[config.mk]
export PLATFORM = sky130hd
export DESIGN_NAME = fsp_status_reg
export DESIGN_NICKNAME = d
export VERILOG_FILES = /design/src/pkg/fsp_pkg.sv /design/src/core/fsp_status_reg.sv
export SDC_FILE = /design/constraint.sdc
export NUM_CORES = 1
export LEC_CHECK = 0
export BUFFER_PORTS_ARGS = -buffer_cell sky130_fd_sc_hd__buf_2
export CELL_PAD_IN_SITES_DETAIL_PLACEMENT = 2
export CELL_PAD_IN_SITES_GLOBAL_PLACEMENT = 2
export CORE_MARGIN = 3
export CORE_UTILIZATION = 25
export DETAILED_ROUTE_END_ITERATION = 12
export GPL_TIMING_DRIVEN = 0
export HOLD_SLACK_MARGIN = 0.1
export PLACE_DENSITY = 0.79
export SLEW_MARGIN = 20
export SYNTH_ARGS = -nofsm -noshare
export SYNTH_HDL_FRONTEND = slang
export SYNTH_SLANG_ARGS = --single-unit
[constraint.sdc]
create_clock -name clock -period 4 [get_ports clock]
set_input_delay 0.4 -clock clock [delete_from_list [all_inputs] [get_ports clock]]
set_output_delay 0.4 -clock clock [all_outputs]
set_load 0.01 [all_outputs]
[src/pkg/fsp_pkg.sv]
// Constants for the flash status and protection register bank.
// Assumes one decoded command strobe per clock from the command decoder.
package fsp_pkg;

  // ==========================================================
  // Bit positions within the 16-bit status word
  localparam int BIT_BUSY      = 0;
  localparam int BIT_WEL       = 1;
  localparam int BIT_BP_LO     = 2;
  localparam int BIT_BP_HI     = 6;
  localparam int BIT_LOCK_LO   = 7;
  localparam int BIT_LOCK_HI   = 8;
  localparam int BIT_QE        = 9;
  localparam int BIT_PSUS      = 10;
  localparam int BIT_SEC_LO    = 11;
  localparam int BIT_SEC_HI    = 13;
  localparam int BIT_CMP       = 14;
  localparam int BIT_ESUS      = 15;
  localparam int BYTE_W        = 8;

  // ==========================================================
  // Reset values and fixed encodings
  localparam logic [4:0] BP_RESET     = 5'h00;
  localparam logic [1:0] LOCK_RESET   = 2'h0;
  localparam logic [1:0] LOCK_SW      = 2'h0;
  localparam logic [1:0] LOCK_SUPPLY  = 2'h2;
  localparam logic [1:0] LOCK_OTP     = 2'h3;
  localparam logic [2:0] SEC_RESET    = 3'h0;
  localparam logic       CMP_RESET    = 1'h0;
  localparam logic       QE_VALUE     = 1'h1;
  localparam logic [2:0] BP_LOW_NONE  = 3'h0;
  localparam logic [2:0] BP_LOW_ALL   = 3'h7;
  localparam int         BP_FRAC_BASE = 7;
  localparam int         TOP_BLK_EXP  = 11;
  localparam logic [2:0] TOP_BLK_MAX  = 3'h4;

  // ==========================================================
  // Timing
  localparam int SRW_CYCLES_DEF = 16;

  // Operation handed to the array engine
  typedef enum logic [1:0] {
    KIND_PROG,
    KIND_SECTOR,
    KIND_BLOCK,
    KIND_CHIP
  } fsp_kind_e;

endpackage

[src/core/fsp_status_reg.sv]
// Status and protection register bank of a serial flash device.
// Assumes a command decoder ahead of it delivering one-cycle strobes,
// at most one per clock, and an array engine that reports completion.
//
// Contract
// - Status word reads as low byte bits 7..0 and high byte bits 15..8.
// - Busy bit is 1 during program, erase or status write, else 0.
// - Bit 1 shows write-enable latch; clear latch refuses writes, program, erase.
// - Five non-volatile protect bits 6..2 block program and erases in their region.
// - Protect bits change only through the status write command.
// - Chip erase only if low protect bits 000 with cmp 0 or 111 with cmp 1.
// - Lock bits 8 and 7 are non-volatile read/write, choose write protection method.
// - Lock bits 00: status write accepted whenever write-enable latch set; the code also refuses it while busy.
// - Lock bits 10: status writes refused until power cycle, which returns 00.
// - Lock bits 11: status writes refused forever; special-order option only.
// - Quad bit 9 reads 1 always, writes ignored, upper data pins enabled.
// - Security lock bits 13..11 reset 0, each settable to 1 by status write.
// - A set security lock bit never clears; security registers become read-only.
// - Complement bit 14 non-volatile, default 0, combines with protect bits.
// - Suspend sets bit 15 for suspended erase, bit 10 for suspended program.
// - Resume, software reset or power cycle clears both suspend flags.
// - Suspend flags are read-only; status writes leave them unchanged.
// - Write-enable command sets the write-enable latch.
// - Latch clears on power-up, reset, disable, status write, program, erases.
`timescale 1ns/1ps
`default_nettype none

module fsp_status_reg
  import fsp_pkg::*;
#(
  parameter int   ADDR_W     = 24,
  parameter int   SRW_CYCLES = fsp_pkg::SRW_CYCLES_DEF,
  parameter logic OTP_OPTION = 1'b1
) (
  // Clock and reset
  input  wire logic                  clock,
  input  wire logic                  reset,
  // Reset and power events
  input  wire logic                  reset_pin_event,
  input  wire logic                  soft_reset_event,
  input  wire logic                  power_cycle_event,
  // Decoded commands
  input  wire logic                  write_enable_cmd,
  input  wire logic                  write_disable_cmd,
  input  wire logic                  status_write_cmd,
  input  wire logic [15:0]           status_write_data,
  input  wire logic                  page_program_cmd,
  input  wire logic                  sector_erase_cmd,
  input  wire logic                  block_erase_cmd,
  input  wire logic                  chip_erase_cmd,
  input  wire logic [ADDR_W-1:0]     cmd_addr,
  input  wire logic                  suspend_cmd,
  input  wire logic                  resume_cmd,
  // Array engine
  input  wire logic                  engine_done,
  output logic                       op_start,
  output fsp_pkg::fsp_kind_e         op_kind,
  output logic [ADDR_W-1:0]          op_addr,
  output logic                       op_suspend,
  output logic                       op_resume,
  // Status readback and side outputs
  output logic [7:0]                 status_low,
  output logic [7:0]                 status_high,
  output logic                       upper_pins_enabled,
  output logic [2:0]                 secure_regs_read_only
);
  import fsp_pkg::*;

  typedef enum logic [1:0] {ST_IDLE, ST_PROG, ST_ERASE, ST_SRW} fsp_state_e;

  localparam int CNT_W = $clog2(SRW_CYCLES + 1);
  localparam logic [CNT_W-1:0] SRW_LAST = CNT_W'(SRW_CYCLES - 1);
  localparam logic [CNT_W-1:0] CNT_ZERO = '0;

  // ==========================================================
  // State
  fsp_state_e        state_q, state_d;
  logic              write_enable_latch_q;
  logic [4:0]        protect_field_q;
  logic [1:0]        reg_lock_q;
  logic [2:0]        secure_lock_q;
  logic              complement_protect_q;
  logic              erase_suspended_q;
  logic              program_suspended_q;
  logic [CNT_W-1:0]  srw_cnt_q;
  logic              op_start_q;
  fsp_kind_e         op_kind_q;
  logic [ADDR_W-1:0] op_addr_q;
  logic              op_suspend_q;
  logic              op_resume_q;
  logic              quad_enable_q;
  logic              busy_q;

  // ==========================================================
  // Protected-region decode
  function automatic logic in_region(input logic [4:0]        bp,
                                     input logic              cmp,
                                     input logic [ADDR_W-1:0] addr);
    logic [2:0]        n;
    logic [2:0]        nt;
    int                e;
    logic [ADDR_W-1:0] mask;
    logic              hit;
    n    = bp[2:0];
    nt   = (n > TOP_BLK_MAX) ? TOP_BLK_MAX : n;
    e    = bp[4] ? (TOP_BLK_EXP + int'(nt)) : (ADDR_W - BP_FRAC_BASE + int'(n));
    mask = {ADDR_W{1'b1}} << e;
    if (n == BP_LOW_NONE) begin
      hit = 1'b0;
    end else if (n == BP_LOW_ALL) begin
      hit = 1'b1;
    end else if (bp[3]) begin
      hit = ((addr & mask) == '0);
    end else begin
      hit = ((addr & mask) == mask);
    end
    // Complement flips the protected set
    in_region = hit ^ cmp;
  endfunction

  // ==========================================================
  // Command decode
  wire idle        = (state_q == ST_IDLE);
  wire busy_flag   = busy_q;
  wire any_reset   = reset_pin_event | soft_reset_event | power_cycle_event;
  wire addr_locked = in_region(protect_field_q, complement_protect_q, cmd_addr);
  wire addr_op     = page_program_cmd | sector_erase_cmd | block_erase_cmd;
  wire ce_allowed  = (protect_field_q[2:0] == BP_LOW_NONE && !complement_protect_q) ||
                     (protect_field_q[2:0] == BP_LOW_ALL && complement_protect_q);
  wire srw_locked  = (reg_lock_q == LOCK_SUPPLY) || (reg_lock_q == LOCK_OTP);
  wire gate_ok     = idle && write_enable_latch_q;
  wire srw_take    = status_write_cmd && gate_ok && !srw_locked;
  wire addr_take   = addr_op && gate_ok && !addr_locked;
  wire ce_take     = chip_erase_cmd && gate_ok && ce_allowed;
  wire op_take     = addr_take || ce_take;
  wire wel_clear   = any_reset || write_disable_cmd ||
                     ((status_write_cmd || addr_op || chip_erase_cmd) && gate_ok);
  wire susp_erase  = suspend_cmd && (state_q == ST_ERASE);
  wire susp_prog   = suspend_cmd && (state_q == ST_PROG);
  wire resume_ok   = resume_cmd && idle && (erase_suspended_q || program_suspended_q);
  wire srw_end     = (state_q == ST_SRW) && (srw_cnt_q == SRW_LAST);
  wire [1:0] lock_new = status_write_data[BIT_LOCK_HI:BIT_LOCK_LO];
  wire lock_wr_ok  = OTP_OPTION || (lock_new != LOCK_OTP);

  wire fsp_kind_e kind_now = page_program_cmd ? KIND_PROG   :
                             sector_erase_cmd ? KIND_SECTOR :
                             block_erase_cmd  ? KIND_BLOCK  : KIND_CHIP;

  // ==========================================================
  // Busy sequencing
  always_comb begin
    state_d = state_q;
    case (state_q)
      ST_IDLE: begin
        if (srw_take) begin
          state_d = ST_SRW;
        end else if (op_take) begin
          state_d = (kind_now == KIND_PROG) ? ST_PROG : ST_ERASE;
        end else if (resume_ok) begin
          state_d = program_suspended_q ? ST_PROG : ST_ERASE;
        end
      end
      ST_PROG, ST_ERASE: begin
        if (engine_done || suspend_cmd) begin
          state_d = ST_IDLE;
        end
      end
      ST_SRW: begin
        if (srw_end) begin
          state_d = ST_IDLE;
        end
      end
      default: begin
        state_d = ST_IDLE;
      end
    endcase
    // Reset events abort whatever runs
    if (soft_reset_event || reset_pin_event || power_cycle_event) begin
      state_d = ST_IDLE;
    end
  end

  always_ff @(posedge clock) begin
    if (reset) begin
      state_q   <= ST_IDLE;
      srw_cnt_q <= CNT_ZERO;
      busy_q    <= 1'b0;
    end else begin
      state_q   <= state_d;
      // Same timing as state_q, but the status bit leaves a flop
      busy_q    <= (state_d != ST_IDLE);
      srw_cnt_q <= (state_q == ST_SRW && !srw_end) ? srw_cnt_q + 1'b1 : CNT_ZERO;
    end
  end

  // ==========================================================
  // Write-enable latch
  always_ff @(posedge clock) begin
    if (reset) begin
      write_enable_latch_q <= 1'b0;
    end else if (wel_clear) begin
      write_enable_latch_q <= 1'b0;
    end else if (write_enable_cmd) begin
      write_enable_latch_q <= 1'b1;
    end
  end

  // ==========================================================
  // Non-volatile fields; reset stands for a blank part
  always_ff @(posedge clock) begin
    if (reset) begin
      protect_field_q      <= BP_RESET;
      reg_lock_q           <= LOCK_RESET;
      secure_lock_q        <= SEC_RESET;
      complement_protect_q <= CMP_RESET;
    end else if (srw_take) begin
      protect_field_q      <= status_write_data[BIT_BP_HI:BIT_BP_LO];
      reg_lock_q           <= lock_wr_ok ? lock_new : reg_lock_q;
      secure_lock_q        <= secure_lock_q | status_write_data[BIT_SEC_HI:BIT_SEC_LO];
      complement_protect_q <= status_write_data[BIT_CMP];
    end else if (power_cycle_event && reg_lock_q == LOCK_SUPPLY) begin
      reg_lock_q           <= LOCK_SW;
    end
  end

  // ==========================================================
  // Suspend flags, read-only to the host
  always_ff @(posedge clock) begin
    if (reset) begin
      erase_suspended_q   <= 1'b0;
      program_suspended_q <= 1'b0;
    end else if (any_reset || resume_ok) begin
      erase_suspended_q   <= 1'b0;
      program_suspended_q <= 1'b0;
    end else begin
      erase_suspended_q   <= erase_suspended_q | susp_erase;
      program_suspended_q <= program_suspended_q | susp_prog;
    end
  end

  // ==========================================================
  // Engine handshake, all registered
  always_ff @(posedge clock) begin
    if (reset) begin
      op_start_q    <= 1'b0;
      op_kind_q     <= KIND_PROG;
      op_addr_q     <= '0;
      op_suspend_q  <= 1'b0;
      op_resume_q   <= 1'b0;
      quad_enable_q <= QE_VALUE;
    end else begin
      op_start_q    <= op_take && !srw_take && !any_reset;
      op_suspend_q  <= (susp_erase || susp_prog) && !any_reset;
      op_resume_q   <= resume_ok && !any_reset;
      quad_enable_q <= QE_VALUE;
      if (op_take) begin
        op_kind_q <= kind_now;
        op_addr_q <= cmd_addr;
      end
    end
  end

  // ==========================================================
  // Outputs
  assign op_start              = op_start_q;
  assign op_kind               = op_kind_q;
  assign op_addr               = op_addr_q;
  assign op_suspend            = op_suspend_q;
  assign op_resume             = op_resume_q;
  assign upper_pins_enabled    = quad_enable_q;
  assign secure_regs_read_only = secure_lock_q;
  assign status_low  = {reg_lock_q[0], protect_field_q, write_enable_latch_q,
                        busy_flag};
  assign status_high = {erase_suspended_q, complement_protect_q, secure_lock_q,
                        program_suspended_q, quad_enable_q, reg_lock_q[1]};
endmodule

`default_nettype wire

=== Word level (Yosys, flattened, before mapping) ===
Cells that the tools add are included.

* Add/sub/neg operators: 3
* Order comparisons: 1
* Eq/ne operators: 8
* Shift-type cells: 1
* Mux-type cells: 19
* Bitwise operators: 10
* Reduce and logical (&&, ||, !) cells: 50

{| class="wikitable"
|+ Operator list
! cell !! count
|-
| $and 24x24->24 || 1
|-
| $eq 24x24->1 || 1
|-
| $logic_not 24->1 || 1
|-
| $mux 2 || 12
|-
| $shl 24x6->24 const A || 1
|-
| $logic_and 1x1->1 || 21
|-
| $logic_or 1x1->1 || 13
|-
| $eq 2x2->1 const B || 4
|-
| $reduce_or 2->1 || 4
|-
| $add 5x3->6 const A || 1
|-
| $logic_not 1->1 || 6
|-
| $mux 6 || 1
|-
| $or 1x1->1 || 6
|-
| $pmux 2 s3 || 1
|-
| $add 4x3->5 const A || 1
|-
| $add 5x1->5 const B || 1
|-
| $eq 5x4->1 const B || 1
|-
| $logic_not 2->1 || 2
|-
| $mux 1 || 4
|-
| $reduce_bool 2->1 || 2
|-
| $eq 3x3->1 const B || 1
|-
| $gt 3x3->1 const B || 1
|-
| $logic_not 3->1 || 1
|-
| $mux 3 || 1
|-
| other kinds (4) || 4
|}

* Bits in registers: 51
* Bits of input ports: 55
* Output and inout bits: 49
* Logic and storage cells: 107

=== Depth between registers and ports, before layout ===
Gate-level depths: netlist of the first run.

* Word-level depth: 19
* Depth in mapped cells: 21
* Depth with buffers taken out: 18

=== Worst setup path before layout of the first run ===
OpenSTA, ideal clock, no wires.

* Path kind: reg-to-reg
* Start: reg protect_field_q[0]
* End: reg busy_q (netlist: busy_flag)
* Library setup time: 75 ps
* Arrival: 3,855 ps
* Data required time: 3,925 ps
* Slack: 70 ps
* Cell stages (with the launch flop): 21
* Path buffers: 2
* Period minus slack after synthesis: 3,930 ps
* Cells stage by stage: dfxtp_1 buf_4 inv_1 ha_1 nand2b_1 nand2_1 ha_1 inv_1 ha_1 clkbuf_1 inv_1 a32oi_1 nor3_1 a21oi_1 o211ai_1 and4b_1 a32oi_1 o311a_4 or2_4 a221o_1 o22ai_1

* Longest elaborated chain between the ends: 19
* Elaborated cells on any way between the ends: 27
* Those cells by class: add/sub (2); order compare (1); eq/ne (2); shift (1); mux (9); bitwise (2); reduce/logical (10)

{| class="wikitable"
|+ RTL lines
! what !! line !! source
|-
| start, declared || fsp_status_reg.sv:79 || <nowiki>logic [4:0] protect_field_q;</nowiki>
|-
| start signal, assigned || fsp_status_reg.sv:217 || <nowiki>protect_field_q <= status_write_data[BIT_BP_HI:BIT_BP_LO];</nowiki>
|-
| $gt 3x3->1 || fsp_status_reg.sv:105 || <nowiki>nt = (n > TOP_BLK_MAX) ? TOP_BLK_MAX : n;</nowiki>
|-
| $mux 3 || fsp_status_reg.sv:105 ||
|-
| $add 4x3->5 || fsp_status_reg.sv:106 || <nowiki>e = bp[4] ? (TOP_BLK_EXP + int'(nt)) : (ADDR_W - BP_FRAC_BASE + int'(n));</nowiki>
|-
| $mux 6 || fsp_status_reg.sv:106 ||
|-
| $shl 24x6->24 || fsp_status_reg.sv:107 || <nowiki>mask = {ADDR_W{1'b1}} << e;</nowiki>
|-
| $and 24x24->24 || fsp_status_reg.sv:113, fsp_status_reg.sv:115 ||
|-
| $eq 24x24->1 or $logic_not 24->1 (tied branches) || fsp_status_reg.sv:115, fsp_status_reg.sv:113 ||
|-
| $mux 1 || fsp_status_reg.sv:112 || <nowiki>end else if (bp[3]) begin</nowiki>
|-
| [3 not listed] || n/a ||
|-
| $logic_not 1->1 || fsp_status_reg.sv:133 || <nowiki>wire addr_take = addr_op && gate_ok && !addr_locked;</nowiki>
|-
| $logic_and 1x1->1 || fsp_status_reg.sv:133 ||
|-
| $logic_or 1x1->1 (*) || fsp_status_reg.sv:135 || <nowiki>wire op_take = addr_take || ce_take;</nowiki>
|-
| $mux 2 (*) || fsp_status_reg.sv:157 || <nowiki>end else if (op_take) begin</nowiki>
|-
| $mux 2 (*) || fsp_status_reg.sv:155 || <nowiki>if (srw_take) begin</nowiki>
|-
| $pmux 2 s3 (*) || fsp_status_reg.sv:153 || <nowiki>case (state_q)</nowiki>
|-
| $mux 2 (*) || fsp_status_reg.sv:178 || <nowiki>if (soft_reset_event || reset_pin_event || power_cycle_event) begin</nowiki>
|-
| $reduce_bool 2->1 (*) || fsp_status_reg.sv:191 || <nowiki>busy_q <= (state_d != ST_IDLE);</nowiki>
|-
| end signal, assigned || fsp_status_reg.sv:191 ||
|-
| end, declared || fsp_status_reg.sv:92 || <nowiki>logic busy_q;</nowiki>
|}

Mark *: on every way between the ends. The rest lies on a longest branch, timed or not.
A chain may end at the register's enable or synchronous reset.

=== Worst setup path after layout of the first run ===
* Start: reg protect_field_q[0]
* End: reg op_addr_q[12] (netlist: op_addr[12])

* Longest elaborated chain between the ends: 14
* Elaborated cells on any way between the ends: 22
* Those cells by class: add/sub (2); order compare (1); eq/ne (2); shift (1); mux (5); bitwise (2); reduce/logical (9)

{| class="wikitable"
|+ RTL lines
! what !! line !! source
|-
| $gt 3x3->1 || fsp_status_reg.sv:105 ||
|-
| $mux 3 || fsp_status_reg.sv:105 ||
|-
| $add 4x3->5 || fsp_status_reg.sv:106 ||
|-
| $mux 6 || fsp_status_reg.sv:106 ||
|-
| $shl 24x6->24 || fsp_status_reg.sv:107 ||
|-
| $and 24x24->24 || fsp_status_reg.sv:113, fsp_status_reg.sv:115 ||
|-
| $eq 24x24->1 or $logic_not 24->1 (tied branches) || fsp_status_reg.sv:115, fsp_status_reg.sv:113 ||
|-
| $mux 1 || fsp_status_reg.sv:112 ||
|-
| $mux 1 || fsp_status_reg.sv:110 || <nowiki>end else if (n == BP_LOW_ALL) begin</nowiki>
|-
| $mux 1 || fsp_status_reg.sv:108 || <nowiki>if (n == BP_LOW_NONE) begin</nowiki>
|-
| $xor 1x1->1 || fsp_status_reg.sv:118 || <nowiki>in_region = hit ^ cmp;</nowiki>
|-
| $logic_not 1->1 || fsp_status_reg.sv:133 ||
|-
| $logic_and 1x1->1 || fsp_status_reg.sv:133 ||
|-
| $logic_or 1x1->1 (*) || fsp_status_reg.sv:135 ||
|-
| end signal, assigned || fsp_status_reg.sv:258 || <nowiki>op_addr_q <= cmd_addr;</nowiki>
|-
| end, declared || fsp_status_reg.sv:88 || <nowiki>logic [ADDR_W-1:0] op_addr_q;</nowiki>
|}

Marks and branches as above.

==> results.toml, run 1 <==
[setup_path]
cp-start-kind = "flip-flop"
r2r_cells = 19
required_ps = 4170
path_depth = 19
crit_family = "simple AND/OR/NAND/NOR gates"
end_kind = "flip-flop"
critPathSlowestCell = "o311a_4"
worstReg2RegStart = "protect_field_q[0]"
crit_fanout = 5
timing.critical_path.buf_inv = 4
cp_common_cell = "ha_4"
r2r-end = "op_addr[12]"
crit_chain = "buf_8 -> inv_2 -> ha_4 -> nand2b_4 -> nand2_4 -> ha_4 -> or2b_1 -> nor2_2 -> o21ai_2 -> a211oi_2 -> o211ai_1 -> and4b_2 -> a32oi_4 -> o311a_4 -> nor2_4 -> buf_6 -> buf_12 -> mux2i_1 -> nor2_1"
critical_path_class = "flip-flop to flip-flop"
startpoint = "protect_field_q[0]"
cp.arrival_ps = 4040
critPathCapture = "op_addr[12]"
r2r_slack_ps = 130
slowest_delay_ps = 370

[synthesis]
synth_ff_type = "dfxtp_1"
yosysMostFrequentCell = "nor2_1"
ys_types = 65
async_flop_share = 0
yosys.area.top_type = "dfxtp_1"
yosysSeqAreaShare = 0.349
synthTopCellsByCount = "nor2_1, dfxtp_1, nand2_1, a21oi_1, mux2i_1"
yosys-top-cells-area = "dfxtp_1, mux2i_1, nor2_1"
syn_avg_cell_area_um2 = 8.34
yosys.area.top_type_share = 0.349
ys_ff_latch = 51
syn_area_um2 = 2930
synth_edf_count = 0
postSynthCellCount = 351
ys_warn_count = 0

[timing]
period_share = 0.968
final_hold_viol_count = 0
worstMarginPinSlew_ps = 958
setup_viol = 0
relSlewSlack = 0.353
fin_worst_skew_ps = 4.79
finalMaxSlewViolations = 0
max_freq_mhz = 258
layout_setup_ws_ps = 129
period_minus_slack_ps = 3870

[placed_design]
gp_congestion = 0.887
hpwl_um = 8930
io_buffers = 96
post-place-ws_ps = -1010

[cts]
cts_tree = "done"
cts.hold.buffers_added = 0
cts_made_buffers = 5
cts-htree-levels = 2
clk_pin_slew_ps = 70
cts_num_sinks = 51
insertion_delay_ps = 300
clockBufferDepth = 2
cts_root_buffer = "clkbuf_16"

[routing]
vias = 3120
top_layer = "met4"
wl_per_cell_um = 19.6
route.met2.wl_um = 6190
met3_length_um = 603
first_pass_iters = 4
drt-met1-wl_um = 4860
via_per_inst = 5.10
ant_nets = 0
dr.first_iter.drc_count = 112
drc = 0
drt_wl_total_um = 12000

[die]
die-area_um2 = 13000
rows = 38
coreArea_um2 = 11100
die_w_um = 114
num_io_pins = 104
start_util = 0.263
die_h_um = 114

[flow_run]
cap_violations = 0

[hold_path]
hold_path.class = "primary input to flip-flop"

[global_route]
grt_pass1_wl_um = 18400
overflow = 0
antenna_found_initial = 0
grt_max_degree = 16
grt_pass1_vias = 3385
grt_usage = 0.179

[status]
status = "complete, no violations"

[cells_and_area]
drive_gt1_frac = 0.375
final_nets = 538
fill_cells = 1285
regArea_um2 = 1030
area_growth_pct = 40.4
n_antenna_cell = 0
utilization = 0.369
multiInputGateArea_um2 = 1830

[power]
power_mw = 1.10
leakagePower_nw = 1.73
vdd_drop_max_uv = 146
powerDensity_nw_per_um2 = 267
[worst register-to-register path: stages (launching register included)]
cell and delay, ps:
dfxtp_4 360, buf_8 120, inv_2 80, ha_4 170
nand2b_4 160, nand2_4 60, ha_4 230, or2b_1 300
nor2_2 280, o21ai_2 130, a211oi_2 230, o211ai_1 150
and4b_2 340, a32oi_4 90, o311a_4 370, nor2_4 190
buf_6 130, buf_12 110, mux2i_1 210, nor2_1 50
[what timing repair did]
item,CTS,global route
gates resized for setup,38,15
setup endpoints to repair,30,29
cloned,1,0
buffers inserted,9,8
pin swaps,7,9
[cell type report]
type / instances / share of cell area
plain buffers: 26 / 0.0487
clock buffers: 7 / 0.0347
clock inverters: 1 / 0.00213
inverters: 17 / 0.0155
multi-input cells: 257 / 0.446
flip-flops and latches: 51 / 0.250
well taps: 140 / 0.0426
repair buffers: 113 / 0.160
[how the worst min path moves through the flow]
| stage | start | end | slack [ps] | depth (start not counted) |
|---|---|---|---|---|
| 2_1_floorplan | srw_cnt_q[0] | srw_cnt_q[0] | 420 | 1 |
| 3_3_place_gp | srw_cnt_q[0] | srw_cnt_q[0] | 430 | 1 |
| 3_5_place_dp | srw_cnt_q[0] | srw_cnt_q[0] | 440 | 1 |
| 4_1_cts | write_disable_cmd | write_enable_latch_q | 270 | 2 |
| 5_1_grt | write_disable_cmd | write_enable_latch_q | 290 | 2 |
| 6_report | write_disable_cmd | write_enable_latch_q | 270 | 2 |
[stage by stage]
| step | setup TNS (ps) | instances | hold slack, ps | instance area, µm² |
|---|---|---|---|---|
| 5_1_grt | -711 | 612 | 290 | 4110 |
| 3_3_place_gp | -24640 | 588 | 430 | 3590 |
| 3_5_place_dp | -27040 | 588 | 439 | 3590 |
| 4_1_cts | 0 | 606 | 274 | 4020 |
| 6_report | 0 | 612 | 272 | 4110 |
| 2_1_floorplan | 0 | 352 | 418 | 2930 |
[sequential cells by signal (all words and copies together) (netlist names)]
name	flops
op_addr	24
op_start	1
busy_flag	1
op_suspend	1
reg_lock_q	2
protect_field_q	5
op_resume	1
write_enable_latch_q	1
srw_cnt_q	5
state_q	2
secure_regs_read_only	3
erase_suspended_q	1
program_suspended_q	1
complement_protect_q	1
op_kind	2
[cells in the final DEF (no fill, tap or decap), types with 3 or more instances in the layout]
cell type and n:
a21oi_1 23, dfxtp_1 49, and3_1 3, nor3_1 5
o211ai_1 5, nor4_1 3, buf_4 22, buf_6 7
nor2_1 51, nand2b_1 5, nand2_1 25, nand3b_1 3
inv_1 16, nand3_1 7, clkbuf_16 5, buf_2 97
clkbuf_1 8, ha_1 9, o21ai_0 14, ha_4 3
a31oi_1 6, mux2i_1 23
[layer usage]
metal  vias up  global-route usage
met5         -                   0
met3        26              0.0396
met1      1523               0.199
met4         0              0.0523
li1       1474                   -
met2        97               0.339
[power breakdown]
group	total (mW)	internal (mW)	switching [mW]	leakage, nW
Combinational	0.120	0.0526	0.0678	1.25
Clock	0.463	0.252	0.212	0.0741
Sequential	0.515	0.511	0.00325	0.413
[kinds of logic after synthesis]
kind of cell    count (synthesis)  share of synthesized area
mux                            25                     0.0855
simple gates                  132                      0.222
xor+xnor                        3                     0.0115
other cells                     1                    0.00128
fa+ha+maj                      12                     0.0513
flops                          51                      0.349
buf+inv                        44                     0.0829
compound gates                 83                      0.196
No activity file was read; power rests on OpenSTA's default activity.
==> run 2: changes to the inputs <==
--- a/config.mk
+++ b/config.mk
@@ -14,6 +14,7 @@
 export GPL_TIMING_DRIVEN = 0
 export HOLD_SLACK_MARGIN = 0.1
 export PLACE_DENSITY = 0.79
+export SETUP_SLACK_MARGIN = 0.4
 export SLEW_MARGIN = 20
 export SYNTH_ARGS = -nofsm -noshare
 export SYNTH_HDL_FRONTEND = slang
==> run 2 against run 1 <==
Total power is 5.8% higher. Sequential cell count stayed put. Via count is 3.4% higher. Setup slack better by 72 ps. Final area is 5.9% higher. Sequential power hardly changed. Clock skew is 3.7 ps higher. Combinational power is 10% higher. Global-route usage is 0.60 points higher. Utilization is 2.2 points higher.
==> results.toml, run 2 (synthesis results as in run 1) <==
[status]
status = "complete, no violations"

[power]
power_mw = 1.16
powerDensity_nw_per_um2 = 267
leakagePower_nw = 1.82
vdd_drop_max_uv = 180

[timing]
fin_worst_skew_ps = 8.50
setup_viol = 0
finalMaxSlewViolations = 0
max_freq_mhz = 263
period_minus_slack_ps = 3800
final_hold_viol_count = 0
worstMarginPinSlew_ps = 930
rsz0062_at_grt = "yes"
period_share = 0.950
relSlewSlack = 0.372

[hold_path]
hold_path.class = "primary input to flip-flop"
hold_path_depth = 2

[routing]
wl_per_cell_um = 20.7
route.met2.wl_um = 6910
first_pass_iters = 4
drt-met1-wl_um = 5050
via_per_inst = 5.20
vias = 3227
ant_nets = 0
drc = 0
drt_wl_total_um = 12900
met3_length_um = 658
dr.first_iter.drc_count = 98
top_layer = "met4"

[die]
coreArea_um2 = 11100
die_w_um = 114
num_io_pins = 104
start_util = 0.263
die-area_um2 = 13000
rows = 38
die_h_um = 114

[cts]
cts_root_buffer = "clkbuf_16"
cts_num_sinks = 51
cts-htree-levels = 2
insertion_delay_ps = 300
cts_made_buffers = 5
clockBufferDepth = 2
cts_tree = "done"
clk_pin_slew_ps = 80

[cells_and_area]
final_cells = 621
area_growth_pct = 48.7
n_antenna_cell = 0
utilization = 0.391
final_common_cell = "buf_2"
final_cell_mix = "buf_2, nor2_1, dfxtp_1"
largest_register_ffs = 24
drive_gt1_frac = 0.412
final_nets = 547
final_area_um2 = 4350

[global_route]
grt_pass1_wl_um = 18900
antenna_found_initial = 0
grt_usage = 0.185
grt_pass1_vias = 3507
grt_max_degree = 18
overflow = 0

[setup_path]
cp-start-kind = "flip-flop"
required_ps = 4170
end_kind = "flip-flop"
crit_fanout = 7
critical_path_class = "flip-flop to flip-flop"
r2r_cells = 22
cp.arrival_ps = 3970

[placed_design]
gp_congestion = 0.869
place_area_um2 = 3650
place_inst = 588
hpwl_um = 8600
io_buffers = 96

[flow_run]
cap_violations = 0
## run 2: changes by cell type in the layout (fill, tap and decap cells not counted), sizes merged
cell,before,now
clkinvlp,0,1
bufinv,0,1
inv,17,18
clkinv,1,0
buf,131,140
clkbuf,15,13
## run 2: metrics by stage
step	hold WS [ps]	TNS (ps)	setup slack, ps
detailed placement	444	-4860	-280
global route	265	0	49.2
CTS	269	0	280
finish	279	0	201
global placement	431	-2210	-126
floorplan	418	0	426
## run 2: cell type report
class	instances	area, µm²
clock buffers	5	125
clock inverters	3	46.3
fillers	1254	6770
plain buffers	27	226
well taps	140	175
inverters	17	73.8
repair buffers	121	746
multi-input cells	257	1930
flip-flops and latches	51	1030
## run 2: report_power, final
part,internal (mW),switching (mW)
clock,0.298,0.217
sequential,0.511,0.00345
combinational,0.0581,0.0737
## run 2: final timing paths
kind	from	end	slack [ps]
setup / recovery	protect_field_q[0]	op_addr[22]	200
hold / removal	write_disable_cmd	write_enable_latch_q	280
setup reg to reg	protect_field_q[0]	op_addr[22]	200
hold reg to reg	srw_cnt_q[0]	srw_cnt_q[0]	450
## run 2: repair_timing
action / 4_1_cts / 5_1_grt
setup endpoints to repair: 30 / 30
pin swaps: 20 / 14
hold endpoints to repair: 0 / 0
hold buffers: 0 / 0
buffers inserted: 14 / 8
gates resized for setup: 35 / 25
gates cloned: 2 / 1
## run 2: critical path: stages (launching register included)
cell,delay (ps)
dfxtp_4,360
buf_8,100
inv_6,30
ha_4,150
nand2b_4,150
nand2_4,70
ha_4,130
inv_2,40
ha_4,270
clkbuf_16,160
nand2_2,70
a2bb2oi_1,370
o31ai_2,140
o41ai_2,80
and4b_1,260
a32oi_2,90
o311a_4,360
nor2_4,180
buf_12,150
buf_12,100
buf_16,110
mux2i_1,230
nor2_1,60
## run 2: routing by layer
layer,vias to the layer above,GRT usage
li1,1499,-
met1,1602,0.210
met2,105,0.354
met3,21,0.0312
met4,0,0.0483
met5,-,0
==> run 3: changes to the inputs <==
--- a/config.mk
+++ b/config.mk
@@ -8,7 +8,6 @@
 export BUFFER_PORTS_ARGS = -buffer_cell sky130_fd_sc_hd__buf_2
 export CELL_PAD_IN_SITES_DETAIL_PLACEMENT = 2
 export CELL_PAD_IN_SITES_GLOBAL_PLACEMENT = 2
-export CORE_MARGIN = 3
 export CORE_UTILIZATION = 25
 export DETAILED_ROUTE_END_ITERATION = 12
 export GPL_TIMING_DRIVEN = 0
==> run 3 against run 2 <==
Sequential share of layout area increased by 0.27 points. Critical path depth decreased by 1. Largest cell class unchanged. Setup slack got worse by 22 ps. Clock skew decreased by 2.9 ps. Non-clock buffer count increased by 6. Final area decreased by 1.1%. Via count increased by 1.2%. Register-to-register slack got worse by 20 ps. Sequential power about the same. First-iteration DRC count increased by 47%.
==> results.toml, run 3 (synthesis results as in run 1) <==
[setup_path]
cp-start-kind = "flip-flop"
crit_chain = "buf_8 -> inv_6 -> ha_4 -> nand2b_4 -> nand2_4 -> ha_4 -> inv_2 -> ha_4 -> buf_8 -> nor2_1 -> a2bb2oi_1 -> o31ai_2 -> o2111ai_1 -> nor2_2 -> a32oi_4 -> o311a_4 -> nor2_4 -> buf_4 -> clkbuf_16 -> mux2i_1 -> nor2_1"
critPathSlowestCell = "o311a_4"
crit_family = "compound AO/OA/AOI/OAI gates"
path_depth = 21
timing.critical_path.buf_inv = 6
cp.arrival_ps = 4000
required_ps = 4180
critical_path_class = "flip-flop to flip-flop"
cp_common_cell = "ha_4"
r2r_cells = 21
end_kind = "flip-flop"
slowest_delay_ps = 440
crit_fanout = 5

[timing]
worstMarginPinSlew_ps = 772
final_hold_viol_count = 0
setup_viol = 0
max_freq_mhz = 262
layout_setup_ws_ps = 179
period_minus_slack_ps = 3820
period_share = 0.955
finalMaxSlewViolations = 0
rsz0062_at_grt = "yes"
relSlewSlack = 0.478
fin_worst_skew_ps = 5.62
finalSetupTns_ps = 0

[routing]
route.met2.wl_um = 6620
dr.first_iter.drc_count = 144
vias = 3265
wl_per_cell_um = 20.3
top_layer = "met4"
ant_nets = 0
drc = 0
first_pass_iters = 4
via_per_inst = 5.18
drt_wl_total_um = 12800
drt-met1-wl_um = 5270
met3_length_um = 645

[hold_path]
hold_path.class = "primary input to flip-flop"
hold_path_depth = 2

[cells_and_area]
final_nets = 553
largest_register_ffs = 24
n_antenna_cell = 0
final_common_cell = "buf_2"
final_cell_mix = "buf_2, nor2_1, dfxtp_1"
area_growth_pct = 47.1
drive_gt1_frac = 0.405

[status]
status = "complete, no violations"

[die]
die-area_um2 = 12100
die_h_um = 110
coreArea_um2 = 11400
die_w_um = 110
rows = 39
num_io_pins = 104
start_util = 0.256

[cts]
cts_root_buffer = "clkbuf_16"
cts_num_sinks = 51
insertion_delay_ps = 300
clockBufferDepth = 2
clk_pin_slew_ps = 70
cts-htree-levels = 2
cts_tree = "done"
cts_made_buffers = 5

[power]
leakagePower_nw = 1.83
powerDensity_nw_per_um2 = 259
vdd_drop_max_uv = 147
power_mw = 1.11

[placed_design]
gp_congestion = 0.873
io_buffers = 96
hpwl_um = 8400
post-place-ws_ps = -279

[global_route]
grt_pass1_vias = 3533
grt_pass1_wl_um = 19000
antenna_found_initial = 0
overflow = 0
grt_usage = 0.211
grt_max_degree = 15

[flow_run]
cap_violations = 0
==> run 3: cell types whose count changed in the layout (fill, tap and decap cells not counted), sizes merged <==
cell,delta
clkbuf,+4
clkinvlp,-1
bufinv,-1
inv,-1
buf,+5
==> run 3: path summary, 6_finish.rpt <==
check | from | slack, ps | to
max | protect_field_q[0] | 180 | op_addr[18]
min | write_disable_cmd | 260 | write_enable_latch_q
max reg2reg | protect_field_q[0] | 180 | op_addr[18]
min reg2reg | srw_cnt_q[0] | 470 | srw_cnt_q[0]
==> run 3: what timing repair did <==
item / CTS / global route
endpoints found under the setup margin: 30 / 30
gates cloned: 2 / 1
pin swaps: 15 / 12
hold buffers: 0 / 0
buffers inserted: 17 / 11
gates resized for setup: 34 / 16
==> run 3: cell type report <==
cell class                 instances  area [µm²]
buffer                            27         216
clock buffer                       8         156
fill                            1314        7110
inverter                          17        68.8
multi-input combinational        257        1890
sequential                        51        1030
tap                              143         179
timing repair buffer             127         769
==> run 3: report_power, final <==
group	total [mW]	switching (mW)	internal, mW
logic	0.129	0.0722	0.0567
clock network	0.470	0.203	0.267
registers	0.515	0.00355	0.512
total	1.11	0.278	0.836
==> run 3: layer usage <==
metal / up-vias / GRT usage
met3: 23 / 0.0347
met4: 0 / 0.0705
met5: - / 0
met2: 115 / 0.383
met1: 1618 / 0.250
li1: 1509 / -
==> run 3: through the flow <==
step                      instance area (µm²)  std cells  hold slack, ps   util
after floorplan                          2990        352             418      -
after global placement                   3650        591             432  0.320
after detailed placement                 3650        591             447  0.320
after CTS                                4120        618             263  0.361
after global routing                     4300        630             274  0.377
final                                    4300        630             262  0.377
==> run 3: worst reg2reg max path, cell delays in order, from the launching register on <==
cell and delay (ps):
dfxtp_4 350, buf_8 100, inv_6 30, ha_4 150
nand2b_4 150, nand2_4 80, ha_4 150, inv_2 50
ha_4 290, buf_8 130, nor2_1 50, a2bb2oi_1 140
o31ai_2 270, o2111ai_1 230, nor2_2 220, a32oi_4 160
o311a_4 440, nor2_4 170, buf_4 170, clkbuf_16 150
mux2i_1 200, nor2_1 50
